## src/common/timer_pkg.sv

```systemverilog
// Constants, register map and field layout for the dual 8-bit timer block.
// Assumes a 32-bit AHB-Lite bus with one register per aligned word.
package timer_pkg;

  // Register byte offsets inside one timer and of the shared registers, and spacing between timers and channels
  localparam logic [7:0] OFF_CTL = 8'h00;
  localparam logic [7:0] OFF_CNT = 8'h04;
  localparam logic [7:0] OFF_CCTL0 = 8'h08;
  localparam logic [7:0] OFF_CC0 = 8'h0C;
  localparam logic [7:0] OFF_CCTL1 = 8'h10;
  localparam logic [7:0] OFF_CC1 = 8'h14;
  localparam logic [7:0] TIMER_STRIDE = 8'h20;
  localparam logic [7:0] OFF_FLAGS = 8'h40;
  localparam logic [7:0] OFF_CLKCFG = 8'h44;
  localparam logic [7:0] CH_STRIDE = 8'h08;

  // Timer control fields
  localparam int CTL_DIV_LSB = 5;
  localparam int CTL_START = 4;
  localparam int CTL_OVERFLOW_IRQ_MASK = 3;
  localparam int CTL_CLR = 2;
  localparam int CTL_MODE_LSB = 0;
  localparam logic [7:0] CTL_RST = 8'h08;

  // Channel compare control fields
  localparam int CCTL_IM = 6;
  localparam int CCTL_CMP_LSB = 3;
  localparam int CCTL_EN = 2;
  localparam logic [7:0] CCTL_RST = 8'h40;
  localparam logic [7:0] CCTL_WMASK = 8'h7F;

  // Shared flag register: three bits per timer
  localparam int FLG_OVF = 0;
  localparam int FLG_CH0 = 1;
  localparam int FLG_CH1 = 2;
  localparam int FLAGS_PER_TIMER = 3;

  // Counter landmarks
  localparam logic [7:0] CNT_ZERO = 8'h00;
  localparam logic [7:0] CNT_TOP = 8'hFF;

  // Timer counting modes
  typedef enum logic [1:0] {MODE_FREE, MODE_DOWN, MODE_MODULO, MODE_UPDOWN} mode_e;

  // Compare output actions
  localparam logic [2:0] CMP_SET = 3'h0;
  localparam logic [2:0] CMP_CLEAR = 3'h1;
  localparam logic [2:0] CMP_TOGGLE = 3'h2;
  localparam logic [2:0] CMP_SET_UP = 3'h3;
  localparam logic [2:0] CMP_CLR_UP = 3'h4;
  localparam logic [2:0] CMP_SET_FF = 3'h5;
  localparam logic [2:0] CMP_CLR_ZERO = 3'h6;

endpackage

```

## src/dual_timer.sv

```systemverilog
// Two 8-bit timer/counters with two compare channels each, AHB-Lite slave.
// Assumes a single slave on the bus (hready equals hreadyout) and one clock.
// Overview of operation
// Counter steps only on prescaled active edge
// Prescaler divides tick by 1 to 128
// Free mode counts 0x00 to 0xFF, wraps
// Reaching 0xFF sets overflow flag, masked interrupt
// Down mode loads compare 0, stops at zero
// Modulo mode wraps at compare 0, flags overflow
// Up/down mode counts 0 to compare and back
// Start bit runs counter, zero halts it
// Clear resets counter and direction to up
// Counter value readable per timer
// Two compare channels, each own pin
// Software makes compare pins outputs first
// Match sets, clears or toggles pin by mode
// Compare pins driven from flip-flops
// Software prefers modes 4 or 5 for PWM
// One interrupt per timer, overflow or compare
// One flag register holds all timer flags
// Each channel match pulses its DMA trigger
// Two-bit mode field selects counting mode
// Three-bit compare code selects pin action
// Compare 0 loads at zero, compare 1 immediately
// Divider codes 0..7 map to 1..128
// Flag and DMA trigger rise together
`timescale 1ns/1ps
module dual_timer
  import timer_pkg::*;
(
  input wire logic clk,
  input wire logic rst_n,
  input wire logic hsel,
  input wire logic [7:0] haddr,
  input wire logic [1:0] htrans,
  input wire logic hwrite,
  input wire logic [2:0] hsize,
  input wire logic [31:0] hwdata,
  input wire logic hready,
  output logic hreadyout,
  output logic hresp,
  output logic [31:0] hrdata,
  output logic [1:0] cmp_out_ch0,
  output logic [1:0] cmp_out_ch1,
  output logic [1:0] dma_trigger_ch0,
  output logic [1:0] dma_trigger_ch1,
  output logic [1:0] timer_irq
);

  // Address of a register inside timer t
  function automatic logic [7:0] reg_addr(input int t, input logic [7:0] off);
    reg_addr = 8'(t * 32'(TIMER_STRIDE)) + off;
  endfunction
  // Low-bit mask for a power-of-two divide code
  function automatic logic [6:0] div_mask(input logic [2:0] code);
    div_mask = 7'((8'h01 << code) - 8'h01);
  endfunction
  logic wr_en_r, wr_en_nxt;
  logic [7:0] wr_addr_r, wr_addr_nxt;
  logic [31:0] hrdata_r, hrdata_nxt;
  logic hreadyout_r;
  logic [2:0] tick_rate_select_r, tick_rate_select_nxt;
  logic [6:0] tick_cnt_r, tick_cnt_nxt;
  logic [6:0] presc_cnt_r, presc_cnt_nxt;
  logic tick;
  logic [7:0] timer_control_reg_r [2];
  logic [7:0] timer_control_reg_nxt [2];
  logic [7:0] cnt_r [2];
  logic [7:0] cnt_nxt [2];
  logic dir_down_r [2];
  logic dir_down_nxt [2];
  logic [7:0] cc0_eff_r [2];
  logic [7:0] cc0_eff_nxt [2];
  logic [7:0] channel_compare_value_r [2][2];
  logic [7:0] channel_compare_value_nxt [2][2];
  logic [7:0] channel_compare_control_r [2][2];
  logic [7:0] channel_compare_control_nxt [2][2];
  logic out_r [2][2];
  logic out_nxt [2][2];
  logic dma_r [2][2];
  logic dma_nxt [2][2];
  logic [2:0] flags_r [2];
  logic [2:0] flags_nxt [2];
  logic irq_r [2];
  logic irq_nxt [2];

  // Bus: take address phase, answer with zero wait states
  always_comb begin
    wr_en_nxt = hsel & hready & htrans[1] & hwrite;
    wr_addr_nxt = {haddr[7:2], 2'b00};
    hrdata_nxt = 32'h0000_0000;
    if (hsel & hready & htrans[1] & ~hwrite) begin
      for (int t = 0; t < 2; t++) begin
        if ({haddr[7:2], 2'b00} == reg_addr(t, OFF_CTL)) begin
          hrdata_nxt[7:0] = timer_control_reg_r[t];
        end else if ({haddr[7:2], 2'b00} == reg_addr(t, OFF_CNT)) begin
          hrdata_nxt[7:0] = cnt_r[t];
        end else if ({haddr[7:2], 2'b00} == reg_addr(t, OFF_CCTL0)) begin
          hrdata_nxt[7:0] = channel_compare_control_r[t][0];
        end else if ({haddr[7:2], 2'b00} == reg_addr(t, OFF_CC0)) begin
          hrdata_nxt[7:0] = channel_compare_value_r[t][0];
        end else if ({haddr[7:2], 2'b00} == reg_addr(t, OFF_CCTL1)) begin
          hrdata_nxt[7:0] = channel_compare_control_r[t][1];
        end else if ({haddr[7:2], 2'b00} == reg_addr(t, OFF_CC1)) begin
          hrdata_nxt[7:0] = channel_compare_value_r[t][1];
        end
      end
      if ({haddr[7:2], 2'b00} == OFF_FLAGS) begin
        hrdata_nxt[5:0] = {flags_r[1], flags_r[0]};
      end else if ({haddr[7:2], 2'b00} == OFF_CLKCFG) begin
        hrdata_nxt[2:0] = tick_rate_select_r;
      end
    end
  end
  // Bus registers
  always_ff @(posedge clk or negedge rst_n) begin
    if (!rst_n) begin
      wr_en_r <= 1'b0;
      wr_addr_r <= 8'h00;
      hrdata_r <= 32'h0000_0000;
      hreadyout_r <= 1'b0;
    end else begin
      wr_en_r <= wr_en_nxt;
      wr_addr_r <= wr_addr_nxt;
      hrdata_r <= hrdata_nxt;
      hreadyout_r <= 1'b1;
    end
  end
  // Bus outputs
  assign hreadyout = hreadyout_r;
  assign hresp = 1'b0;
  assign hrdata = hrdata_r;
  // Tick rate and shared prescaler chain
  always_comb begin
    tick_rate_select_nxt = tick_rate_select_r;
    if (wr_en_r && wr_addr_r == OFF_CLKCFG) begin
      tick_rate_select_nxt = hwdata[2:0];
    end
    tick = (tick_cnt_r & div_mask(tick_rate_select_r)) == div_mask(tick_rate_select_r);
    tick_cnt_nxt = tick_cnt_r + 7'h01;
    presc_cnt_nxt = tick ? presc_cnt_r + 7'h01 : presc_cnt_r;
  end
  // Tick registers
  always_ff @(posedge clk or negedge rst_n) begin
    if (!rst_n) begin
      tick_rate_select_r <= 3'h0;
      tick_cnt_r <= 7'h00;
      presc_cnt_r <= 7'h00;
    end else begin
      tick_rate_select_r <= tick_rate_select_nxt;
      tick_cnt_r <= tick_cnt_nxt;
      presc_cnt_r <= presc_cnt_nxt;
    end
  end
  genvar gi;
  generate
    for (gi = 0; gi < 2; gi++) begin : g_timer
      logic clr, start_load, act, up_step, ovf_ev, zero_hit, top_hit;
      logic cmp_ev [2];
      mode_e mode;
      logic [7:0] cmp_val [2];
      logic [2:0] code [2];

      // Counter, compare channels and flags of one timer
      always_comb begin
        timer_control_reg_nxt[gi] = timer_control_reg_r[gi];
        cnt_nxt[gi] = cnt_r[gi];
        dir_down_nxt[gi] = dir_down_r[gi];
        cc0_eff_nxt[gi] = cc0_eff_r[gi];
        flags_nxt[gi] = flags_r[gi];
        clr = 1'b0;
        start_load = 1'b0;
        ovf_ev = 1'b0;
        up_step = 1'b1;
        for (int j = 0; j < 2; j++) begin
          channel_compare_value_nxt[gi][j] = channel_compare_value_r[gi][j];
          channel_compare_control_nxt[gi][j] = channel_compare_control_r[gi][j];
          out_nxt[gi][j] = out_r[gi][j];
          cmp_ev[j] = 1'b0;
          code[j] = channel_compare_control_r[gi][j][CCTL_CMP_LSB +: 3];
        end
        mode = mode_e'(timer_control_reg_r[gi][CTL_MODE_LSB +: 2]);
        act = tick && ((presc_cnt_r & div_mask(timer_control_reg_r[gi][CTL_DIV_LSB +: 3]))
              == div_mask(timer_control_reg_r[gi][CTL_DIV_LSB +: 3]));
        act = act & timer_control_reg_r[gi][CTL_START];
        // Software writes
        if (wr_en_r) begin
          if (wr_addr_r == reg_addr(gi, OFF_CTL)) begin
            timer_control_reg_nxt[gi] = hwdata[7:0] & ~(8'h01 << CTL_CLR);
            clr = hwdata[CTL_CLR];
            start_load = hwdata[CTL_START] & ~timer_control_reg_r[gi][CTL_START]
                         & (hwdata[CTL_MODE_LSB +: 2] == MODE_DOWN);
          end
          for (int j = 0; j < 2; j++) begin
            if (wr_addr_r == reg_addr(gi, OFF_CC0 + 8'(j) * CH_STRIDE)) begin
              channel_compare_value_nxt[gi][j] = hwdata[7:0];
            end
            if (wr_addr_r == reg_addr(gi, OFF_CCTL0 + 8'(j) * CH_STRIDE)) begin
              channel_compare_control_nxt[gi][j] = hwdata[7:0] & CCTL_WMASK;
            end
          end
          if (wr_addr_r == OFF_FLAGS) begin
            flags_nxt[gi] = flags_r[gi] & hwdata[gi * FLAGS_PER_TIMER +: FLAGS_PER_TIMER];
          end
        end
        // Channel 0 shadow reloads at zero and on a down-mode start
        if (cnt_r[gi] == CNT_ZERO) begin
          cc0_eff_nxt[gi] = channel_compare_value_r[gi][0];
        end
        // Counting
        if (clr) begin
          cnt_nxt[gi] = CNT_ZERO;
          dir_down_nxt[gi] = 1'b0;
          act = 1'b0;
        end else if (start_load) begin
          cnt_nxt[gi] = channel_compare_value_r[gi][0];
          cc0_eff_nxt[gi] = channel_compare_value_r[gi][0];
          act = 1'b0;
        end else if (act) begin
          case (mode)
            MODE_FREE: begin
              cnt_nxt[gi] = cnt_r[gi] + 8'h01;
              ovf_ev = (cnt_r[gi] == CNT_TOP - 8'h01);
            end
            MODE_DOWN: begin
              up_step = 1'b0;
              if (cnt_r[gi] != CNT_ZERO) begin
                cnt_nxt[gi] = cnt_r[gi] - 8'h01;
                ovf_ev = (cnt_r[gi] == 8'h01);
              end
            end
            MODE_MODULO: begin
              if (cnt_r[gi] >= cc0_eff_r[gi]) begin
                cnt_nxt[gi] = CNT_ZERO;
                ovf_ev = 1'b1;
              end else begin
                cnt_nxt[gi] = cnt_r[gi] + 8'h01;
              end
            end
            default: begin
              if (!dir_down_r[gi] && cnt_r[gi] < cc0_eff_r[gi]) begin
                cnt_nxt[gi] = cnt_r[gi] + 8'h01;
              end else if (cnt_r[gi] != CNT_ZERO) begin
                up_step = 1'b0;
                cnt_nxt[gi] = cnt_r[gi] - 8'h01;
                dir_down_nxt[gi] = (cnt_r[gi] != 8'h01);
                ovf_ev = (cnt_r[gi] == 8'h01);
              end else begin
                dir_down_nxt[gi] = 1'b0;
              end
            end
          endcase
        end
        // Compare matches drive the pins
        cmp_val[0] = cc0_eff_r[gi];
        cmp_val[1] = channel_compare_value_nxt[gi][1];
        zero_hit = act && cnt_nxt[gi] == CNT_ZERO;
        top_hit = act && cnt_nxt[gi] == CNT_TOP;
        for (int j = 0; j < 2; j++) begin
          cmp_ev[j] = act && channel_compare_control_r[gi][j][CCTL_EN]
                      && cnt_nxt[gi] == cmp_val[j];
          case (code[j])
            CMP_SET: begin
              if (cmp_ev[j]) out_nxt[gi][j] = 1'b1;
            end
            CMP_CLEAR: begin
              if (cmp_ev[j]) out_nxt[gi][j] = 1'b0;
            end
            CMP_TOGGLE: begin
              if (cmp_ev[j]) out_nxt[gi][j] = ~out_r[gi][j];
            end
            CMP_SET_UP: begin
              if (cmp_ev[j]) out_nxt[gi][j] = up_step;
              else if (zero_hit) out_nxt[gi][j] = 1'b0;
            end
            CMP_CLR_UP: begin
              if (cmp_ev[j]) out_nxt[gi][j] = ~up_step;
              else if (zero_hit) out_nxt[gi][j] = 1'b1;
            end
            CMP_SET_FF: begin
              if (cmp_ev[j]) out_nxt[gi][j] = 1'b1;
              else if (top_hit) out_nxt[gi][j] = 1'b0;
            end
            CMP_CLR_ZERO: begin
              if (cmp_ev[j]) out_nxt[gi][j] = 1'b0;
              else if (zero_hit) out_nxt[gi][j] = 1'b1;
            end
            default: out_nxt[gi][j] = out_r[gi][j]; // Code 111 holds the pin
          endcase
          dma_nxt[gi][j] = cmp_ev[j];
        end
        // Events set flags after any clear
        flags_nxt[gi][FLG_OVF] = flags_nxt[gi][FLG_OVF] | ovf_ev;
        flags_nxt[gi][FLG_CH0] = flags_nxt[gi][FLG_CH0] | cmp_ev[0];
        flags_nxt[gi][FLG_CH1] = flags_nxt[gi][FLG_CH1] | cmp_ev[1];
        irq_nxt[gi] = (flags_nxt[gi][FLG_OVF] & timer_control_reg_nxt[gi][CTL_OVERFLOW_IRQ_MASK])
                    | (flags_nxt[gi][FLG_CH0] & channel_compare_control_nxt[gi][0][CCTL_IM])
                    | (flags_nxt[gi][FLG_CH1] & channel_compare_control_nxt[gi][1][CCTL_IM]);
      end
      // Timer registers
      always_ff @(posedge clk or negedge rst_n) begin
        if (!rst_n) begin
          timer_control_reg_r[gi] <= CTL_RST;
          cnt_r[gi] <= CNT_ZERO;
          dir_down_r[gi] <= 1'b0;
          cc0_eff_r[gi] <= CNT_ZERO;
          flags_r[gi] <= 3'h0;
          irq_r[gi] <= 1'b0;
          for (int j = 0; j < 2; j++) begin
            channel_compare_value_r[gi][j] <= CNT_ZERO;
            channel_compare_control_r[gi][j] <= CCTL_RST;
            out_r[gi][j] <= 1'b0;
            dma_r[gi][j] <= 1'b0;
          end
        end else begin
          timer_control_reg_r[gi] <= timer_control_reg_nxt[gi];
          cnt_r[gi] <= cnt_nxt[gi];
          dir_down_r[gi] <= dir_down_nxt[gi];
          cc0_eff_r[gi] <= cc0_eff_nxt[gi];
          flags_r[gi] <= flags_nxt[gi];
          irq_r[gi] <= irq_nxt[gi];
          for (int j = 0; j < 2; j++) begin
            channel_compare_value_r[gi][j] <= channel_compare_value_nxt[gi][j];
            channel_compare_control_r[gi][j] <= channel_compare_control_nxt[gi][j];
            out_r[gi][j] <= out_nxt[gi][j];
            dma_r[gi][j] <= dma_nxt[gi][j];
          end
        end
      end
      // Pins and triggers straight from flip-flops
      assign cmp_out_ch0[gi] = out_r[gi][0];
      assign cmp_out_ch1[gi] = out_r[gi][1];
      assign dma_trigger_ch0[gi] = dma_r[gi][0];
      assign dma_trigger_ch1[gi] = dma_r[gi][1];
      assign timer_irq[gi] = irq_r[gi];
    end
  endgenerate
endmodule // dual_timer

```

## config.mk

```make
export PLATFORM = sky130hd
export DESIGN_NAME = dual_timer
export DESIGN_NICKNAME = d
export VERILOG_FILES = /design/src/common/timer_pkg.sv /design/src/dual_timer.sv
export SDC_FILE = /design/constraint.sdc
export NUM_CORES = 1
export LEC_CHECK = 0
export BUFFER_PORTS_ARGS = -buffer_cell sky130_fd_sc_hd__buf_2
export CAP_MARGIN = 0
export CORE_MARGIN = 2
export CORE_UTILIZATION = 60
export DETAILED_ROUTE_END_ITERATION = 7
export HOLD_SLACK_MARGIN = 0.12
export PLACE_DENSITY = 0.78
export RECOVER_POWER = 50
export SYNTH_ARGS = -nofsm -noshare
export SYNTH_HDL_FRONTEND = slang
export SYNTH_SLANG_ARGS = --single-unit
```

## constraint.sdc

```tcl
create_clock -name clk -period 9.6 [get_ports clk]
set_clock_uncertainty 0.05 [all_clocks]
set_input_delay 0.96 -clock clk [delete_from_list [all_inputs] [get_ports clk]]
set_output_delay 0.96 -clock clk [all_outputs]
set_load 0.005 [all_outputs]
```

==> impl_results.md, run 1 <==
* CP Cell Sequence: clkbuf_1
* Combinational family with the most area after synthesis: simple AND/OR/NAND/NOR gates
* TritonCTS clock tree: yes
* Count leader, synth: dfrtp_1
* I/O pins at 94
* Instance count of the mapped netlist at 1113
* Avg Inst Size Synth at 9.35 sq um
* Clock tree buffer depth at 2
* Clk slew on worst S/H paths at 0.07 ns
* Min-delay src: cc0_eff_r[11]
* Final hold viol count at 0
* Lkg Pwr at 0.00481 uW
* Synth top area cells: dfrtp_1, mux2_2, ha_1
* RSZ-0062 raised after global routing: false
* HPWL Detailed at 20600 um
* Simple-gate share of the synthesized area at 0.189
* FF-to-FF Start: wr_addr_r[6]
* Adder-Cell Fraction of Synth Area at 0.0349
* Sequential share of the synthesized area at 0.378
* Synth Cell Area at 10400 sq um
* Worst-Margin Slew at 5.02 ns
* Root Driver: clkbuf_16
* First-pass GRT wire length at 45100 um
* Fraction of layout cells with a size suffix above 1 at 0.128
* Crit path from: rst_n
* Sequential Power Share at 0.450
* Req. time, crit path at 8.89 ns
* Skew-Pair Late Insertion Delay at 0.43 ns
* Reg2Reg Depth at 10
* Post-route minimum period at 5.24 ns
* Logic pwr share at 0.120
* Compound-Gate Fraction of Synth Area at 0.188
* CTS Buf Count at 17
* PortBufs at 38
* Flop2flop setup slack at 4.42 ns
* Run status: finished with violations
* Nets@finish at 1195
* Maximum vdd drop at 0.145 mV
* Number of post-CTS setup repair buffers at 0
* DR vias at 9015
* Max-slew violation count at 118
* Hold Path Class: flip-flop to flip-flop
* Resized cells post-CTS at 0
* Worst R2R End: cmp_out_ch0[1]
* Net Sw Frac at 0.284
* Core ar. at 17100 sq um
* Max-cap violations at 2
* CTS sink count at 157
* Met3 wire length at 2910 um
* Slowest Stage Delay on Critical Path at 3.45 ns
* Chip Width at 136 um
* Met2 wire length at 12500 um
* Failing checks: capacitance limit, slew limit
* Post-route clock period utilization at 0.546
* Top_reg_cell synth: dfrtp_1
* Final antenna diode count at 0
* DRT met1 WL at 12600 um
* Buf/Inv on CP at 1
* FMAX at 0.191 GHz
* Most common library cells after synthesis: dfrtp_1, mux2_2, nor2_1, nand2_1, o21ai_0
* Avg Vias per Cell at 6.66
* Crit end category: async pin
* Number of stages on the worst setup path at 1
* Max Fanout on Critical Path at 95
* Vias in the first global route at 8199
* Setup Crit Path Kind: primary input to async pin
* # DRC at 0
* DRT Pass-1 Iters at 6
* Post-synthesis mux area share at 0.112
* Synth top area share at 0.363
* Max-slew headroom at -2.35
* CP arrival at 4.53 ns
* Post-Synth XOR/XNOR Area at 0.0379
* Family with the most delay on the worst path: buffers and inverters
* Yosys Warn Count at 0
* Overall Global Routing Usage at 0.319
* Total Routed Length at 28700 um
* Finished Cell Area at 11100 sq um
* Worst hold path depth at 1
* # setup viols final at 0
* Max Used Layer: met4
* Sink of the worst hold path: cc0_eff_r[11]
* Int Power at 1150 uW
* Largest area contributor in the netlist: dfrtp_1
* Area added between synthesis and finish at 6.87%
* Initial antenna violation count at 0
* Largest net degree at the start of global routing at 96
* Power Density at 145 nW/um^2
* Max stage delay cell, worst path: clkbuf_1
* Antenna viol nets, final at 0
* Row count at 48
* H-tree lvl count at 4
* Die Y at 136 um
* Clk pwr share at 0.430
* Number of flops mapped to enable cells by yosys at 0
* Multi-input combinational cell area at 5930 sq um
* Fill cell count at 1410
* Startpoint type of the worst setup path: primary input
* Initial Util at 0.608
* Synthesized flop and latch total at 157
* Net Sw Power at 459 uW
* GRT overflow at 0
* Setup TNS at 0 ns
* Routability cong. at 0.946
* Iter 0 DRT Violations at 1115
* Placed cell area at 10600 sq um
* Async SR Flop Fraction at 1.00
* Number of distinct library cells after synthesis at 93
* Die Area at 18400 sq um
* Hold Buf Count CTS at 0
* Average routed wire per standard cell at 21.2 um
* Flip-flop and latch area at 3940 sq um
[per-stage QoR]
step	total power [uW]	utilization	hold slack, ns	cells	setup WS [ns]
after floorplan	867	-	0.400	1137	5.56
after global placement	921	0.617	0.428	1322	4.77
after detailed placement	925	0.617	0.442	1322	4.76
after CTS	1620	0.652	0.458	1354	4.65
after global routing	1670	0.649	0.475	1354	3.32
final	1610	0.649	0.454	1354	4.36
[power by group through the flow]
stage	Clock, uW	Sequential, uW	Combinational (uW)
floorplan	0	716	151
global placement	0	735	186
detailed placement	0	736	189
CTS	700	724	191
global route	724	729	213
finish	694	726	193
[area by class of cell]
class / count / area share
Multi-Input combinational cell: 850 / 0.533
Sequential cell: 157 / 0.354
Clock buffer: 17 / 0.0383
Tap cell: 225 / 0.0253
Inverter: 50 / 0.0169
Timing Repair Buffer: 40 / 0.0163
Clock inverter: 15 / 0.0160
[worst max-delay path by stage]
stage / slack (ns) / endpoint
floorplan: 5.56 / cmp_out_ch1[1]
global placement: 4.77 / cmp_out_ch1[1]
detailed placement: 4.76 / cmp_out_ch1[1]
CTS: 4.65 / cmp_out_ch1[1]
global route: 3.32 / cnt_r[1]
finish: 4.36 / channel_compare_value_r[11]
[flip-flops by register name (all words and copies together) (netlist names), 3 cells and up]
name / cells
timer_control_reg_r: 10
channel_compare_value_r: 32
flags_r: 6
presc_cnt_r: 7
channel_compare_control_r: 28
tick_cnt_r: 7
cnt_r: 16
g_timer.mode: 4
hrdata: 8
wr_addr_r: 6
tick_rate_select_r: 3
cc0_eff_r: 16
[cell usage in the layout (no fill, tap or decap), drive strengths merged, types with 8 or more instances in the layout]
cell    instances
buf            23
nand2          77
conb           26
and3           15
dfrtp         151
nand3          34
ha             29
a31oi          14
mux2           82
nand4          17
xor2            8
a211oi          8
clkbuf         34
nor2           79
nor4           11
nor3b          12
o21ai          68
mux2i          24
xnor2          37
a221oi         13
a21oi          57
a22oi          10
and2           17
nor3           33
and4           10
inv            57
nor2b          13
[cell families after synthesis]
kind of cell / Yosys count
and+or+nand+nor: 366
muxes: 106
xor gates and xnor gates: 45
other: 2
buffers and inverters: 130
adders and majority gates: 29
DFF: 157
AOI/OAI and AO/OA: 278
[metal layers]
metal  vias to the layer above  global-route usage
met1                      4346               0.468
met5                         -                   0
met2                       492               0.469
li1                       4113                   -
met4                         0               0.106
met3                        64              0.0696
(Power assumes the default switching activity.)
==> inputs of run 2 (changes only) <==
Settings changed: CORE_UTILIZATION 60 to 55, PLACE_DENSITY 0.78 to 0.76.
Clock period 9.6 ns to 4.6 ns, I/O delays scaled along.
==> run 2 against run 1 <==
Against the previous run: the run still ends with capacitance limit, slew limit left; non-clock buffer count up 40; sequential power up 110%; sequential share of layout area down 0.95 points; register-to-register slack worse by 4.2 ns; critical path depth up 12; largest cell class unchanged.
==> impl_results.md, run 2 (same netlist as run 1, synthesis figures left out) <==
* GRT overflow at 0 (unchanged)
* Setup TNS at 0 ns (unchanged)
* Average routed wire per standard cell at 21.3 um (+0.44%)
* First-pass GRT wire length at 47100 um (+4.6%)
* Flip-flop and latch area at 3940 sq um (unchanged)
* Startpoint type of the worst setup path: flip-flop
* Placed insts at 1370 (+3.6%)
* Post-route minimum period at 4.43 ns
* HPWL Detailed at 21700 um (+5.1%)
* Max-slew headroom at -0.248 (+2.10)
* TritonCTS clock tree: yes
* PortBufs at 38 (unchanged)
* Setup Crit Path Kind: flip-flop to flip-flop
* Most frequent cells in the layout: dfrtp_1, nor2_1, nand2_1, mux2_2, o21ai_0
* Largest regs: channel_compare_value_r x32, channel_compare_control_r x28
* DP Worst Slack at 0.346 ns (-4.41 ns)
* Final hold viol count at 0 (unchanged)
* Core ar. at 18600 sq um (+8.9%)
* Power Density at 289 nW/um^2 (+99%)
* Max-cap violations at 2 (unchanged)
* Setup ws final at 0.170 ns (-4.19 ns)
* # setup viols final at 0 (unchanged)
* Most common cell after layout, fill and taps aside: dfrtp_1
* Die Y at 142 um (+4.3%)
* RSZ-0062 raised after global routing: false
* Slowest Stage Delay on Critical Path at 0.58 ns (-2.87 ns)
* # DRC at 0 (unchanged)
* Largest net degree at the start of global routing at 74 (-23%)
* Run status: finished with violations
* Max Fanout on Critical Path at 12 (-87%)
* Hold WS at 0.187 ns (-0.268 ns)
* Initial antenna violation count at 0 (unchanged)
* Row count at 50 (+4.2%)
* Failing checks: capacitance limit, slew limit
* Area added between synthesis and finish at 9.82%
* Initial Util at 0.558 (-0.0498)
* Maximum vdd drop at 0.251 mV (+73%)
* CTS Buf Count at 17 (unchanged)
* Hold Path Class: primary input to flip-flop
* H-tree lvl count at 4 (unchanged)
* Fraction of layout cells with a size suffix above 1 at 0.172 (+0.0444)
* Final antenna diode count at 0 (unchanged)
* Clock tree buffer depth at 2 (unchanged)
* I/O pins at 94 (unchanged)
* DR vias at 9135 (+1.3%)
* FMAX at 0.226 GHz
* Total Routed Length at 29800 um (+4.1%)
* Clk slew on worst S/H paths at 0.06 ns (about the same)
* Vias in the first global route at 8728 (+6.5%)
* Chip Width at 142 um (+4.3%)
* Iter 0 DRT Violations at 1109 (-0.54%)
* Overall Global Routing Usage at 0.302 (-0.0172)
* Max-slew violation count at 96 (-19%)
* Die Area at 20000 sq um (+8.8%)
* Req. time, crit path at 4.86 ns (-4.03 ns)
* Final core occ at 0.613 (-0.0367)
* Non-Filler Instances at 1403 (+3.6%)
* Multi-input combinational cell area at 5960 sq um (+0.51%)
* Post-route clock period utilization at 0.963
* Routability cong. at 1.01 (+6.9%)
* CP Cell Sequence: ha_1 > a21oi_1 > o21ai_1 > or3b_1 > o21ai_1 > mux2i_1 > nor4_2 > a311o_1 > or4_1 > or3_1 > o311ai_1 > nand3_1 > mux2i_1
* Root Driver: clkbuf_16
* CTS sink count at 157 (unchanged)
* CP arrival at 4.69 ns (+0.16 ns)
* Lkg Pwr at 0.00498 uW (+3.6%)
* Most flop-heavy register: channel_compare_value_r
* Skew-Pair Late Insertion Delay at 0.43 ns (about the same)
* Max stage delay cell, worst path: or4_1
* Avg Vias per Cell at 6.51 (-2.2%)
* Fill cell count at 1582 (+12%)
* Crit end category: flip-flop
* DRT Pass-1 Iters at 7 (+1)
* Worst-Margin Slew at 1.87 ns (-3.15 ns)
* Antenna viol nets, final at 0 (unchanged)
* Max reg flops at 32 (unchanged)
* Nets@finish at 1235 (+3.3%)
## run 2: cell count changes in the layout (fill, tap and decap cells not counted), moves of 3 or more
| cell | delta |
|---|---|
| mux2_2 | +10 |
| buf_4 | +37 |
| clkbuf_1 | -4 |
| mux2_1 | -10 |
| clkbuf_2 | +3 |
| buf_2 | +3 |
## run 2: critical path, delay by kind of cell (launching register included)
kind	cells	cell delay, ns
AND/OR/NAND/NOR	5	1.72
AO/OA/AOI/OAI	5	1.18
flip-flops	1	0.54
multiplexers	2	0.54
adder cells (fa/ha/maj)	1	0.28
## run 2: repair_timing
| item | 4_1_cts | 5_1_grt |
|---|---|---|
| setup endpoints to repair | 0 | 3 |
| gates resized for setup | 0 | 4 |
| setup buffers | 0 | 0 |
| hold buffers | 1 | 0 |
| endpoints found under the hold margin | 67 | 0 |
## run 2: final cells by class
class,instances,share of cell area
Multi-Input combinational cell,850,0.521
Sequential cell,157,0.345
Timing Repair Buffer,80,0.0424
Clock buffer,18,0.0376
Tap cell,234,0.0256
Inverter,50,0.0164
Clock inverter,14,0.0119
## run 2: final timing paths
check                                    from                            to  slack, ns  depth (start not counted)
max in group asynchronous               rst_n  channel_compare_control_r[2]       1.49                          3
worst min register to register  tick_cnt_r[5]                 tick_cnt_r[5]       0.46                          1
worst max-delay path                 cnt_r[4]                cmp_out_ch1[1]       0.17                         13
min in group asynchronous               rst_n                 tick_cnt_r[5]       1.03                          2
worst min-delay path                 haddr[6]                  wr_addr_r[6]       0.19                          1
worst max register to register       cnt_r[4]                cmp_out_ch1[1]       0.17                         13
## run 2: routing by layer
metal / vias to the layer above / global-route usage / wire length (um)
met1: 4390 / 0.428 / 13000
met2: 494 / 0.452 / 13000
met4: 0 / 0.0947 / 702
li1: 4180 / - / -
met5: - / 0 / 0
met3: 71 / 0.0813 / 3180
## run 2: where the power goes
part           switching (uW)  internal [uW]  total, uW
Sequential               67.3           1430       1500
Clock                     605            754       1360
Combinational             271            175        446
Total                     944           2360       3310
## run 2: stage by stage
step / area [sq um] / total power [uW]
detailed placement: 10900 / 1960
global placement: 10900 / 1950
floorplan: 10500 / 1810
finish: 11400 / 3310
CTS: 11400 / 3310
global route: 11400 / 3430
